--- config.mk ---
export PLATFORM = sky130hd
export DESIGN_NAME = diag_adc_result_and_bypass
export DESIGN_NICKNAME = d
export VERILOG_FILES = /design/src/diag_adc_pkg.sv /design/src/diag_adc_result_and_bypass.sv
export SDC_FILE = /design/constraint.sdc
export NUM_CORES = 1
export LEC_CHECK = 0
export ABC_CLOCK_PERIOD_IN_PS = 6200
export BUFFER_PORTS_ARGS = -buffer_cell sky130_fd_sc_hd__buf_2
export CORE_MARGIN = 2
export CORE_UTILIZATION = 56
export CTS_BUF_LIST = sky130_fd_sc_hd__clkbuf_2
export CTS_CLUSTER_DIAMETER = 150
export CTS_CLUSTER_SIZE = 20
export DETAILED_ROUTE_END_ITERATION = 10
export GPL_ROUTABILITY_DRIVEN = 0
export PLACE_DENSITY_LB_ADDON = 0.2
export SLEW_MARGIN = 20
export SYNTH_ARGS = -nofsm -noshare
export SYNTH_HDL_FRONTEND = slang
export SYNTH_SLANG_ARGS = --single-unit
--- constraint.sdc ---
create_clock -name clk -period 6.2 [get_ports clk]
set_clock_uncertainty 0.2 [all_clocks]
set_input_delay 1.24 -clock clk [delete_from_list [all_inputs] [get_ports clk]]
set_output_delay 1.24 -clock clk [all_outputs]
set_load 0.01 [all_outputs]
--- src/diag_adc_pkg.sv ---
// Package with register map, field layout and carrier types of the block.
// How it works
// Flag register: bits 8..4 diagnostics, 3..1 inputs.
// First external input result in bits 11..0.
// Second external input result in bits 11..0.
// Temperature result in bits 11..0.
// Diagnostic multiplexer result in bits 11..0.
// Measured comparator offset readable, corrects conversions.
// Offset bypass replaces measured offset in correction.
// Offset register always shows measured offset.
// Applied DAC code readable as 16 bits.
// Raw uncorrected result of every conversion stored.
// Raw result ignores bypass data.
// Data bypass substitutes data, skips offset correction.
// Substituted value stored and used for limits.
// Both bypasses set: offset wins, data bit cleared.
// Offset bypass data is two's complement.
// Host should not set both bypasses together.
// Bit 13 disables ground sampling, default enabled.
// Bypass register resets to zero.
// Limit flag updated per conversion against thresholds.
package diag_adc_pkg;

    localparam int ADDR_W = 7;
    localparam int DATA_W = 16;
    localparam int RES_W  = 12;

    localparam logic [ADDR_W-1:0] ADDR_FLAGS    = 7'h23;
    localparam logic [ADDR_W-1:0] ADDR_EXT_INPUT0     = 7'h24;
    localparam logic [ADDR_W-1:0] ADDR_EXT_INPUT1     = 7'h25;
    localparam logic [ADDR_W-1:0] ADDR_TEMP     = 7'h26;
    localparam logic [ADDR_W-1:0] ADDR_DIAG     = 7'h27;
    localparam logic [ADDR_W-1:0] ADDR_OFFSET   = 7'h28;
    localparam logic [ADDR_W-1:0] ADDR_DAC_CODE = 7'h2c;
    localparam logic [ADDR_W-1:0] ADDR_RAW      = 7'h2d;
    localparam logic [ADDR_W-1:0] ADDR_BYPASS   = 7'h2e;

    localparam int BIT_RESULT_SUB = 15;
    localparam int BIT_OFFSET_SUB = 14;
    localparam int BIT_GND_DIS    = 13;

    localparam logic [DATA_W-1:0] BYPASS_RESET = 16'h0000;
    localparam logic [DATA_W-1:0] BYPASS_WMASK = 16'hefff;

    // Flag bit positions for each channel code.
    localparam int FLAG_EXT_INPUT0 = 1;
    localparam int FLAG_EXT_INPUT1 = 2;
    localparam int FLAG_TEMP = 3;
    localparam int FLAG_REF  = 4;
    localparam int FLAG_PAD  = 5;
    localparam int FLAG_CORE = 6;
    localparam int FLAG_ZTC  = 7;
    localparam int FLAG_OUTPUT_VOLTAGE = 8;
    localparam int NUM_CH    = 8;

    localparam logic [RES_W-1:0] RES_MAX = 12'hfff;

    typedef enum logic [2:0] {
        CH_EXT_INPUT0 = 3'h0,
        CH_EXT_INPUT1 = 3'h1,
        CH_TEMPERATURE = 3'h2,
        CH_REFERENCE  = 3'h3,
        CH_PAD_SUPPLY = 3'h4,
        CH_CORE_SUPPLY = 3'h5,
        CH_ZERO_TC    = 3'h6,
        CH_OUTPUT_VOLTAGE = 3'h7
    } channel_t;

    // One finished conversion from the analog converter.
    typedef struct packed {
        logic              done;
        channel_t          channel;
        logic [RES_W-1:0]  raw;
    } conversion_t;

    // Register access from the serial interface.
    typedef struct packed {
        logic              write;
        logic              read;
        logic [ADDR_W-1:0] addr;
        logic [DATA_W-1:0] wdata;
    } reg_access_t;

    typedef struct packed {
        logic [RES_W-1:0] low;
        logic [RES_W-1:0] high;
    } limits_t;

endpackage : diag_adc_pkg

--- src/diag_adc_result_and_bypass.sv ---
// Result, limit flag and bypass logic of the diagnostic converter.
`timescale 1ns/1ps
module diag_adc_result_and_bypass
    import diag_adc_pkg::*;
(
    // Clock and reset
    input  wire logic                      clk,
    input  wire logic                      reset,
    input  wire logic                      clk_en,
    // Register access from the serial interface
    input  wire reg_access_t               reg_access,
    output logic [DATA_W-1:0]              reg_rdata,
    output logic                           reg_rvalid,
    // Converter side
    input  wire conversion_t               conversion,
    input  wire logic [RES_W-1:0]          offset_measured,
    input  wire logic [DATA_W-1:0]         dac_code_applied,
    input  wire limits_t [NUM_CH-1:0]      channel_limits,
    output logic                           ground_sample_enable,
    output logic [RES_W-1:0]               offset_in_use
);

    ////////////////////////////////////////////////////////////////////////
    logic [DATA_W-1:0]  bypass;
    logic [RES_W-1:0]   result [NUM_CH];
    logic [NUM_CH-1:0]  flags;
    logic [RES_W-1:0]   raw_result;
    logic [RES_W-1:0]   offset_seen;
    logic [DATA_W-1:0]  dac_seen;
    logic [RES_W-1:0]   next_result;
    logic [DATA_W-1:0]  next_bypass;
    logic               write_bypass;

    assign write_bypass = reg_access.write && reg_access.addr == ADDR_BYPASS;

    // The result-substitute bit is cleared whenever offset substitute is
    // also set, so software reading back sees which bypass actually acts.
    always_comb begin
        next_bypass = reg_access.wdata & BYPASS_WMASK;
        if (next_bypass[BIT_OFFSET_SUB]) begin
            next_bypass[BIT_RESULT_SUB] = 1'b0;
        end
    end

    always_ff @(posedge clk or posedge reset) begin
        if (reset) begin
            bypass <= BYPASS_RESET;
        end else if (clk_en && write_bypass) begin
            bypass <= next_bypass;
        end
    end

    always_ff @(posedge clk or posedge reset) begin
        if (reset) begin
            ground_sample_enable <= 1'b1;
        end else if (clk_en) begin
            ground_sample_enable <= !bypass[BIT_GND_DIS];
        end
    end

    ////////////////////////////////////////////////////////////////////////
    // The correction subtracts the offset; with offset substitute the bypass
    // data is a signed value, so the measured offset is treated the same.
    logic [RES_W-1:0]  offset_sel;
    logic signed [RES_W+1:0] corrected;

    assign offset_sel = bypass[BIT_OFFSET_SUB] ? bypass[RES_W-1:0]
                                               : offset_measured;

    always_comb begin
        corrected = $signed({2'b00, conversion.raw})
                  - $signed({{2{offset_sel[RES_W-1]}}, offset_sel});
        if (bypass[BIT_RESULT_SUB]) begin
            next_result = bypass[RES_W-1:0];
        end else if (corrected < 0) begin
            next_result = '0;
        end else if (corrected > $signed({2'b00, RES_MAX})) begin
            next_result = RES_MAX;
        end else begin
            next_result = corrected[RES_W-1:0];
        end
    end

    always_ff @(posedge clk or posedge reset) begin
        if (reset) begin
            offset_in_use <= '0;
        end else if (clk_en) begin
            offset_in_use <= offset_sel;
        end
    end

    ////////////////////////////////////////////////////////////////////////
    // One result slot and one limit flag per channel.
    genvar ch;
    generate
        for (ch = 0; ch < NUM_CH; ch++) begin : g_ch
            always_ff @(posedge clk or posedge reset) begin
                if (reset) begin
                    result[ch] <= '0;
                    flags[ch]  <= 1'b0;
                end else if (clk_en && conversion.done
                             && conversion.channel == channel_t'(ch)) begin
                    result[ch] <= next_result;
                    flags[ch]  <= next_result < channel_limits[ch].low
                               || next_result > channel_limits[ch].high;
                end
            end
        end
    endgenerate

    always_ff @(posedge clk or posedge reset) begin
        if (reset) begin
            raw_result <= '0;
        end else if (clk_en && conversion.done) begin
            raw_result <= conversion.raw;
        end
    end

    always_ff @(posedge clk or posedge reset) begin
        if (reset) begin
            offset_seen <= '0;
            dac_seen    <= '0;
        end else if (clk_en) begin
            offset_seen <= offset_measured;
            dac_seen    <= dac_code_applied;
        end
    end

    ////////////////////////////////////////////////////////////////////////
    // The diagnostic multiplexer register shows the latest diagnostic
    // channel of any kind; flags are remapped to their documented bits.
    logic [RES_W-1:0]  diag_latest;
    logic [DATA_W-1:0] flag_word;

    always_ff @(posedge clk or posedge reset) begin
        if (reset) begin
            diag_latest <= '0;
        end else if (clk_en && conversion.done
                     && conversion.channel >= CH_REFERENCE) begin
            diag_latest <= next_result;
        end
    end

    always_comb begin
        flag_word = '0;
        flag_word[FLAG_EXT_INPUT0] = flags[CH_EXT_INPUT0];
        flag_word[FLAG_EXT_INPUT1] = flags[CH_EXT_INPUT1];
        flag_word[FLAG_TEMP] = flags[CH_TEMPERATURE];
        flag_word[FLAG_REF]  = flags[CH_REFERENCE];
        flag_word[FLAG_PAD]  = flags[CH_PAD_SUPPLY];
        flag_word[FLAG_CORE] = flags[CH_CORE_SUPPLY];
        flag_word[FLAG_ZTC]  = flags[CH_ZERO_TC];
        flag_word[FLAG_OUTPUT_VOLTAGE] = flags[CH_OUTPUT_VOLTAGE];
    end

    ////////////////////////////////////////////////////////////////////////
    logic [DATA_W-1:0] next_rdata;
    localparam logic [DATA_W-RES_W-1:0] PAD = '0;

    always_comb begin
        if (reg_access.addr == ADDR_FLAGS) begin
            next_rdata = flag_word;
        end else if (reg_access.addr == ADDR_EXT_INPUT0) begin
            next_rdata = {PAD, result[CH_EXT_INPUT0]};
        end else if (reg_access.addr == ADDR_EXT_INPUT1) begin
            next_rdata = {PAD, result[CH_EXT_INPUT1]};
        end else if (reg_access.addr == ADDR_TEMP) begin
            next_rdata = {PAD, result[CH_TEMPERATURE]};
        end else if (reg_access.addr == ADDR_DIAG) begin
            next_rdata = {PAD, diag_latest};
        end else if (reg_access.addr == ADDR_OFFSET) begin
            next_rdata = {PAD, offset_seen};
        end else if (reg_access.addr == ADDR_DAC_CODE) begin
            next_rdata = dac_seen;
        end else if (reg_access.addr == ADDR_RAW) begin
            next_rdata = {PAD, raw_result};
        end else if (reg_access.addr == ADDR_BYPASS) begin
            next_rdata = bypass;
        end else begin
            next_rdata = '0;
        end
    end

    always_ff @(posedge clk or posedge reset) begin
        if (reset) begin
            reg_rdata  <= '0;
            reg_rvalid <= 1'b0;
        end else if (clk_en) begin
            reg_rvalid <= reg_access.read;
            if (reg_access.read) begin
                reg_rdata <= next_rdata;
            end
        end
    end

    ////////////////////////////////////////////////////////////////////////
    a_bypass_exclusive: assert property (
        @(posedge clk) disable iff (reset)
        !(bypass[BIT_RESULT_SUB] && bypass[BIT_OFFSET_SUB]))
        else $error("both bypass bits set");

    a_raw_true: assert property (
        @(posedge clk) disable iff (reset)
        clk_en && conversion.done |=> raw_result == $past(conversion.raw))
        else $error("raw result not stored");

    a_sub_value: assert property (
        @(posedge clk) disable iff (reset)
        clk_en && conversion.done && bypass[BIT_RESULT_SUB]
        && conversion.channel == CH_EXT_INPUT0
        |=> result[CH_EXT_INPUT0] == $past(bypass[RES_W-1:0]))
        else $error("substitute value not stored");

    a_offset_sel: assert property (
        @(posedge clk) disable iff (reset)
        clk_en && bypass[BIT_OFFSET_SUB]
        |=> offset_in_use == $past(bypass[RES_W-1:0]))
        else $error("offset substitute not used");

    a_offset_meas: assert property (
        @(posedge clk) disable iff (reset)
        clk_en |=> offset_seen == $past(offset_measured))
        else $error("measured offset not shown");

    a_gnd_sample: assert property (
        @(posedge clk) disable iff (reset)
        clk_en ##1 clk_en
        |-> ground_sample_enable == !$past(bypass[BIT_GND_DIS]))
        else $error("ground sampling wrong");

    a_flag_high: assert property (
        @(posedge clk) disable iff (reset)
        clk_en && conversion.done && conversion.channel == CH_TEMPERATURE
        && next_result > channel_limits[CH_TEMPERATURE].high
        |=> flag_word[FLAG_TEMP])
        else $error("temperature flag not set");

    a_rdata_pad: assert property (
        @(posedge clk) disable iff (reset)
        reg_rvalid && $past(reg_access.addr) == ADDR_EXT_INPUT1
        |-> reg_rdata[DATA_W-1:RES_W] == '0)
        else $error("upper bits not zero");

    a_flag_low: assert property (
        @(posedge clk) disable iff (reset)
        clk_en && conversion.done && conversion.channel == CH_TEMPERATURE
        && next_result < channel_limits[CH_TEMPERATURE].low
        |=> flag_word[FLAG_TEMP])
        else $error("temperature low flag not set");

    a_flag_clear: assert property (
        @(posedge clk) disable iff (reset)
        clk_en && conversion.done && conversion.channel == CH_EXT_INPUT0
        && next_result >= channel_limits[CH_EXT_INPUT0].low
        && next_result <= channel_limits[CH_EXT_INPUT0].high
        |=> !flag_word[FLAG_EXT_INPUT0])
        else $error("input flag not cleared");

    a_flag_hold: assert property (
        @(posedge clk) disable iff (reset)
        !(clk_en && conversion.done
          && conversion.channel == CH_OUTPUT_VOLTAGE)
        |=> $stable(flag_word[FLAG_OUTPUT_VOLTAGE]))
        else $error("output voltage flag changed without conversion");

    a_flag_unused: assert property (
        @(posedge clk) disable iff (reset)
        reg_rvalid && $past(clk_en) && $past(reg_access.addr) == ADDR_FLAGS
        |-> reg_rdata[FLAG_EXT_INPUT0-1] == 1'b0
        && reg_rdata[DATA_W-1:FLAG_OUTPUT_VOLTAGE+1] == '0)
        else $error("unused flag bits not zero");

    a_rvalid_follow: assert property (
        @(posedge clk) disable iff (reset)
        clk_en |=> reg_rvalid == $past(reg_access.read))
        else $error("read valid does not follow read");

    a_write_priority: assert property (
        @(posedge clk) disable iff (reset)
        clk_en && write_bypass && reg_access.wdata[BIT_OFFSET_SUB]
        |=> bypass[BIT_OFFSET_SUB] && !bypass[BIT_RESULT_SUB])
        else $error("offset substitute did not take priority");

    a_rdata_raw: assert property (
        @(posedge clk) disable iff (reset)
        reg_rvalid && $past(clk_en) && $past(reg_access.addr) == ADDR_RAW
        |-> reg_rdata == {PAD, $past(raw_result)})
        else $error("raw result read back wrong");

    a_rdata_offset: assert property (
        @(posedge clk) disable iff (reset)
        reg_rvalid && $past(clk_en) && $past(reg_access.addr) == ADDR_OFFSET
        |-> reg_rdata == {PAD, $past(offset_seen)})
        else $error("measured offset read back wrong");

    a_rdata_bypass: assert property (
        @(posedge clk) disable iff (reset)
        reg_rvalid && $past(clk_en) && $past(reg_access.addr) == ADDR_BYPASS
        |-> reg_rdata == $past(bypass))
        else $error("bypass control read back wrong");

    a_rdata_dac: assert property (
        @(posedge clk) disable iff (reset)
        reg_rvalid && $past(clk_en) && $past(reg_access.addr) == ADDR_DAC_CODE
        |-> reg_rdata == $past(dac_seen))
        else $error("applied code read back wrong");

    a_dac_seen: assert property (
        @(posedge clk) disable iff (reset)
        clk_en |=> dac_seen == $past(dac_code_applied))
        else $error("applied code not captured");

    a_offset_measured: assert property (
        @(posedge clk) disable iff (reset)
        clk_en && !bypass[BIT_OFFSET_SUB]
        |=> offset_in_use == $past(offset_measured))
        else $error("measured offset not used");

    a_raw_hold: assert property (
        @(posedge clk) disable iff (reset)
        !(clk_en && conversion.done) |=> $stable(raw_result))
        else $error("raw result changed without conversion");

    a_raw_unsubst: assert property (
        @(posedge clk) disable iff (reset)
        clk_en && conversion.done && bypass[BIT_RESULT_SUB]
        |=> raw_result == $past(conversion.raw))
        else $error("raw result took substitute data");

    a_diag_ref: assert property (
        @(posedge clk) disable iff (reset)
        clk_en && conversion.done && conversion.channel == CH_REFERENCE
        |=> diag_latest == result[CH_REFERENCE])
        else $error("reference result not in diagnostic register");

    a_diag_output_voltage: assert property (
        @(posedge clk) disable iff (reset)
        clk_en && conversion.done && conversion.channel == CH_OUTPUT_VOLTAGE
        |=> diag_latest == result[CH_OUTPUT_VOLTAGE])
        else $error("output voltage result not in diagnostic register");

    a_diag_temp: assert property (
        @(posedge clk) disable iff (reset)
        clk_en && conversion.done && conversion.channel == CH_TEMPERATURE
        |=> $stable(diag_latest))
        else $error("temperature disturbed diagnostic register");

    a_ext_input0_keep: assert property (
        @(posedge clk) disable iff (reset)
        clk_en && conversion.done && conversion.channel == CH_EXT_INPUT1
        |=> $stable(result[CH_EXT_INPUT0]))
        else $error("second input disturbed first input result");

endmodule : diag_adc_result_and_bypass

==> PnR_summary.wiki <==
{| class="wikitable"
! Metric !! Value
|-
| Net count of the finished layout || 2103
|-
| EDFF count, synth || 0
|-
| Highest clock frequency the design can meet || 168 MHz
|-
| Actual slew at the worst max-slew pin || 1.10 ns
|-
| RSZ-0062 raised after global routing || no
|-
| Vias in the first global route || 11039
|-
| Max-cap violations || 0
|-
| Worst r2r dst || flag_word[7]$_DFFE_PP0P_
|-
| Dominant synthesized flop cell || dfrtp_1
|-
| CTS max path bufs || 2
|-
| Post-CTS resize count || 0
|-
| Proportion of register bits with asynchronous set or reset after synthesis || 100%
|-
| Count of hold buffers inserted by post-cts repair || 0
|-
| Largest delay share family, worst path || compound AO/OA/AOI/OAI gates
|-
| Worst EP arrival || 6.40 ns
|-
| Number of primary I/O pins || 294
|-
| Wire per inst || 17.7 um
|-
| Hold Path End || ground_sample_enable$_DFFE_PP1P_
|-
| Count of buffers added by post-CTS timing repair for setup || 0
|-
| Number of placement rows || 52
|-
| Beginning of the worst hold path || bypass[13]$_DFFE_PP0P_
|-
| Wire length reported by the detailed router || 34100 um
|-
| Number of DRC markers after the initial detailed-route iteration || 621
|-
| Synthesized netlist cell count || 1321
|-
| P_leak || 7.87 nW
|-
| Launching point of the worst reg2reg path || bypass[14]$_DFFE_PP0P_
|-
| Count of buffers inserted at the top-level ports || 292
|-
| TritonCTS clock tree || done
|-
| Clk Tree Root Cell || clkbuf_2
|-
| Power per cell area || 181 nW/um^2
|-
| Final clock period utilization by the worst path || 95.9%
|-
| Startpoint class of the critical path || flip-flop
|-
| Number of sinks on the clock net || 141
|-
| Area growth syn-to-layout || 20.1%
|-
| CTS buffer count || 17
|-
| Width of the die || 148 um
|-
| Per-instance average area after synthesis || 8.82 um^2
|-
| Count of cell types in the netlist || 70
|-
| Final standard cell utilization of the core || 68.9%
|-
| Count of final hold-check violations || 0
|-
| Proportion of power drawn by the clock network || 26.9%
|-
| Power share of the sequential group || 42.8%
|-
| Total global routing track utilization || 31.1%
|-
| Post-synth net total || 1785
|-
| Synthesis-stage register bit count || 141
|-
| Fraction of power spent switching nets || 32.5%
|-
| Die Ht || 148 um
|-
| Worst setup path category || flip-flop to flip-flop
|-
| Pwr Total || 2.53 mW
|-
| Total via count after detailed routing || 11041
|-
| Sequence of cells on the critical path || mux2_2 > ha_1 > inv_1 > fa_1 > a21o_1 > o21ai_2 > a31oi_2 > a221oi_2 > nor3_1 > buf_4 > or4b_4 > a22oi_4 > inv_1 > buf_4 > ha_1 > nand4_1 > nor3_1 > a2111oi_0 > buf_4 > o31ai_1 > a21oi_1
|-
| Category of the worst setup path capture point || flip-flop
|-
| Die Area || 22000 um^2
|-
| Worst min path class || flip-flop to flip-flop
|-
| Number of remaining DRC errors || 0
|-
| Most common cell type on the critical path || buf_4
|-
| Flop2flop setup slack || 0.26 ns
|-
| Worst path buffer plus inverter count || 5
|-
| Sequential area share after synthesis || 30.3%
|-
| Max Slew Vio Count || 0
|-
| Setup violations, final || 0
|-
| Slowest cell on the critical path || dfrtp_1
|-
| Clk Latency, worst-skew pair || 0.75 ns
|-
| Worst-case headroom to the max-slew limit || 26.1%
|-
| Filler Cell Count || 1706
|-
| Syn Std Cell Area || 11600 um^2
|-
| Post-route antenna net violation count || 0
|-
| Worst-case vdd ir drop || 0.000121 V
|-
| Min-Delay Path Depth || 1
|-
| Initial core utilization || 57.4%
|-
| Crit path largest cell delay || 0.73 ns
|-
| Reg clk slew, reported paths || 0.20 ns
|-
| Via density per instance || 5.73
|-
| Sw power || 822 uW
|-
| Pre-Repair DR Iteration Count || 6
|-
| Warnings, synthesis || 0
|-
| Internal power || 1.71 mW
|-
| HPWL after detailed placement || 27000 um
|-
| Wire length of the first global-routing pass || 54100 um
|-
| Depth of the CTS H-tree || 4
|-
| Crit-path max FO || 9
|-
| Share of post-route cells with drive strength above 1 || 27.7%
|-
| Core area || 20300 um^2
|-
| Maximum number of pins on one net before global-route repair || 102
|-
| Remaining global-route overflow || 0
|-
| Fraction of power consumed by combinational cells || 30.2%
|-
| Number of antenna violations at the first check in global routing || 5
|-
| Total negative slack || 0 ns
|-
| Crit path required time || 6.66 ns
|-
| Run status || finished, final reports clean
|-
| Fin crit period || 5.94 ns
|-
| Register-to-Register Path Depth || 21
|}
power groups by stage:
stage / Clock, mW / Combinational, mW / Sequential, mW
after floorplan: 0 / 0.468 / 1.09
after global placement: 0 / 0.726 / 1.10
after detailed placement: 0 / 0.754 / 1.10
after CTS: 0.692 / 0.761 / 1.08
after global routing: 0.733 / 0.858 / 1.09
final: 0.681 / 0.765 / 1.08
cell families after synthesis:
logic type	synth area share [%]
buf+inv	8.12
mux	6.69
compound gates	20.6
flops	30.3
simple gates	12.1
fa+ha+maj	21.5
xor+xnor	0.601
per-layer routing:
| metal | global-route usage, % | vias up | part of all wire [%] |
|---|---|---|---|
| met5 | 0 | - | 0 |
| met4 | 13.3 | 0 | 3.7 |
| met3 | 4.97 | 96 | 5.7 |
| met2 | 53.3 | 392 | 48 |
| met1 | 39.1 | 5198 | 43 |
| li1 | - | 5355 | - |
stage by stage:
step                      instance area [um^2]  hold WS [ns]  cells  setup WS [ns]
after floorplan                          11600         0.211   1321          0.743
after global placement                   13700         0.252   1890         0.0710
after CTS                                14000         0.290   1922          0.339
after detailed placement                 13700         0.266   1890         -0.113
after global routing                     14000         0.320   1926         0.0714
final                                    14000         0.290   1927          0.256
worst max-delay path by stage:
stage / from / endpoint / slack (ns) / cells after the start
6_report: bypass[14]$_DFFE_PP0P_ / flag_word[7]$_DFFE_PP0P_ / 0.26 / 21
5_1_grt: bypass[14]$_DFFE_PP0P_ / flag_word[7]$_DFFE_PP0P_ / 0.07 / 21
2_1_floorplan: offset_measured[0] / flag_word[6]$_DFFE_PP0P_ / 0.74 / 22
3_5_place_dp: offset_measured[0] / flag_word[7]$_DFFE_PP0P_ / -0.11 / 22
3_3_place_gp: offset_measured[0] / flag_word[7]$_DFFE_PP0P_ / 0.07 / 22
4_1_cts: bypass[14]$_DFFE_PP0P_ / flag_word[7]$_DFFE_PP0P_ / 0.34 / 21
final cells by class:
| cell class | count | area, um^2 | share of cell area [%] |
|---|---|---|---|
| Clock inverter | 13 | 220 | 1.57 |
| Clock buffer | 19 | 95.1 | 0.680 |
| Antenna cell | 5 | 12.5 | 0.0894 |
| Timing Repair Buffer | 341 | 1840 | 13.2 |
| Inverter | 204 | 771 | 5.51 |
| Sequential cell | 141 | 3530 | 25.2 |
| Tap cell | 270 | 338 | 2.42 |
| Multi-Input combinational cell | 934 | 7180 | 51.3 |
cell usage in the layout (no fill, tap or decap), drive strengths merged, types with 42 or more instances in the layout:
master  Yosys  layout
a21o       43      43
a21oi     126     126
buf        17     341
dfrtp     140     140
ha        199     199
inv       203     203
mux2       55      55
nand2      69      69
nand4      42      42
nor2       80      80
o21ai      79      79
flip-flops by register name, summed over array words and instances, names as in the netlist, 8 cells and up:
signal	cells
dac_seen	16
bypass	15
offset_seen	12
flag_word	8
result	36
raw_result	12
offset_in_use	12
diag_latest	12
reg_rdata	16
cells in the mapped netlist, types with 12 or more instances:
cell type	instances	area, um^2
o21ai_0	65	325
a21oi_1	117	586
mux2_2	55	619
nor2b_1	18	113
nor3_1	14	70.1
o21a_1	18	135
mux2i_1	16	160
o211ai_1	20	150
buf_2	12	60.1
a21o_1	43	323
ha_1	199	2490
nand4_1	42	263
a31oi_1	12	75.1
inv_1	203	762
nand2_1	69	259
o21ai_1	13	65.1
dfrtp_1	140	3500
nor2_1	80	300
nand3_1	19	95.1
clkbuf_1	25	93.8
worst register-to-register path, delay by kind of cell, from the launching register on:
family,cells,cell delay [ns]
AOI/OAI and AO/OA,8,1.88
and+or+nand+nor,4,0.88
buffers and inverters,5,0.98
muxes,1,0.29
adders and majority gates,3,0.90
DFF,1,0.73
(Power assumes the default switching activity.)
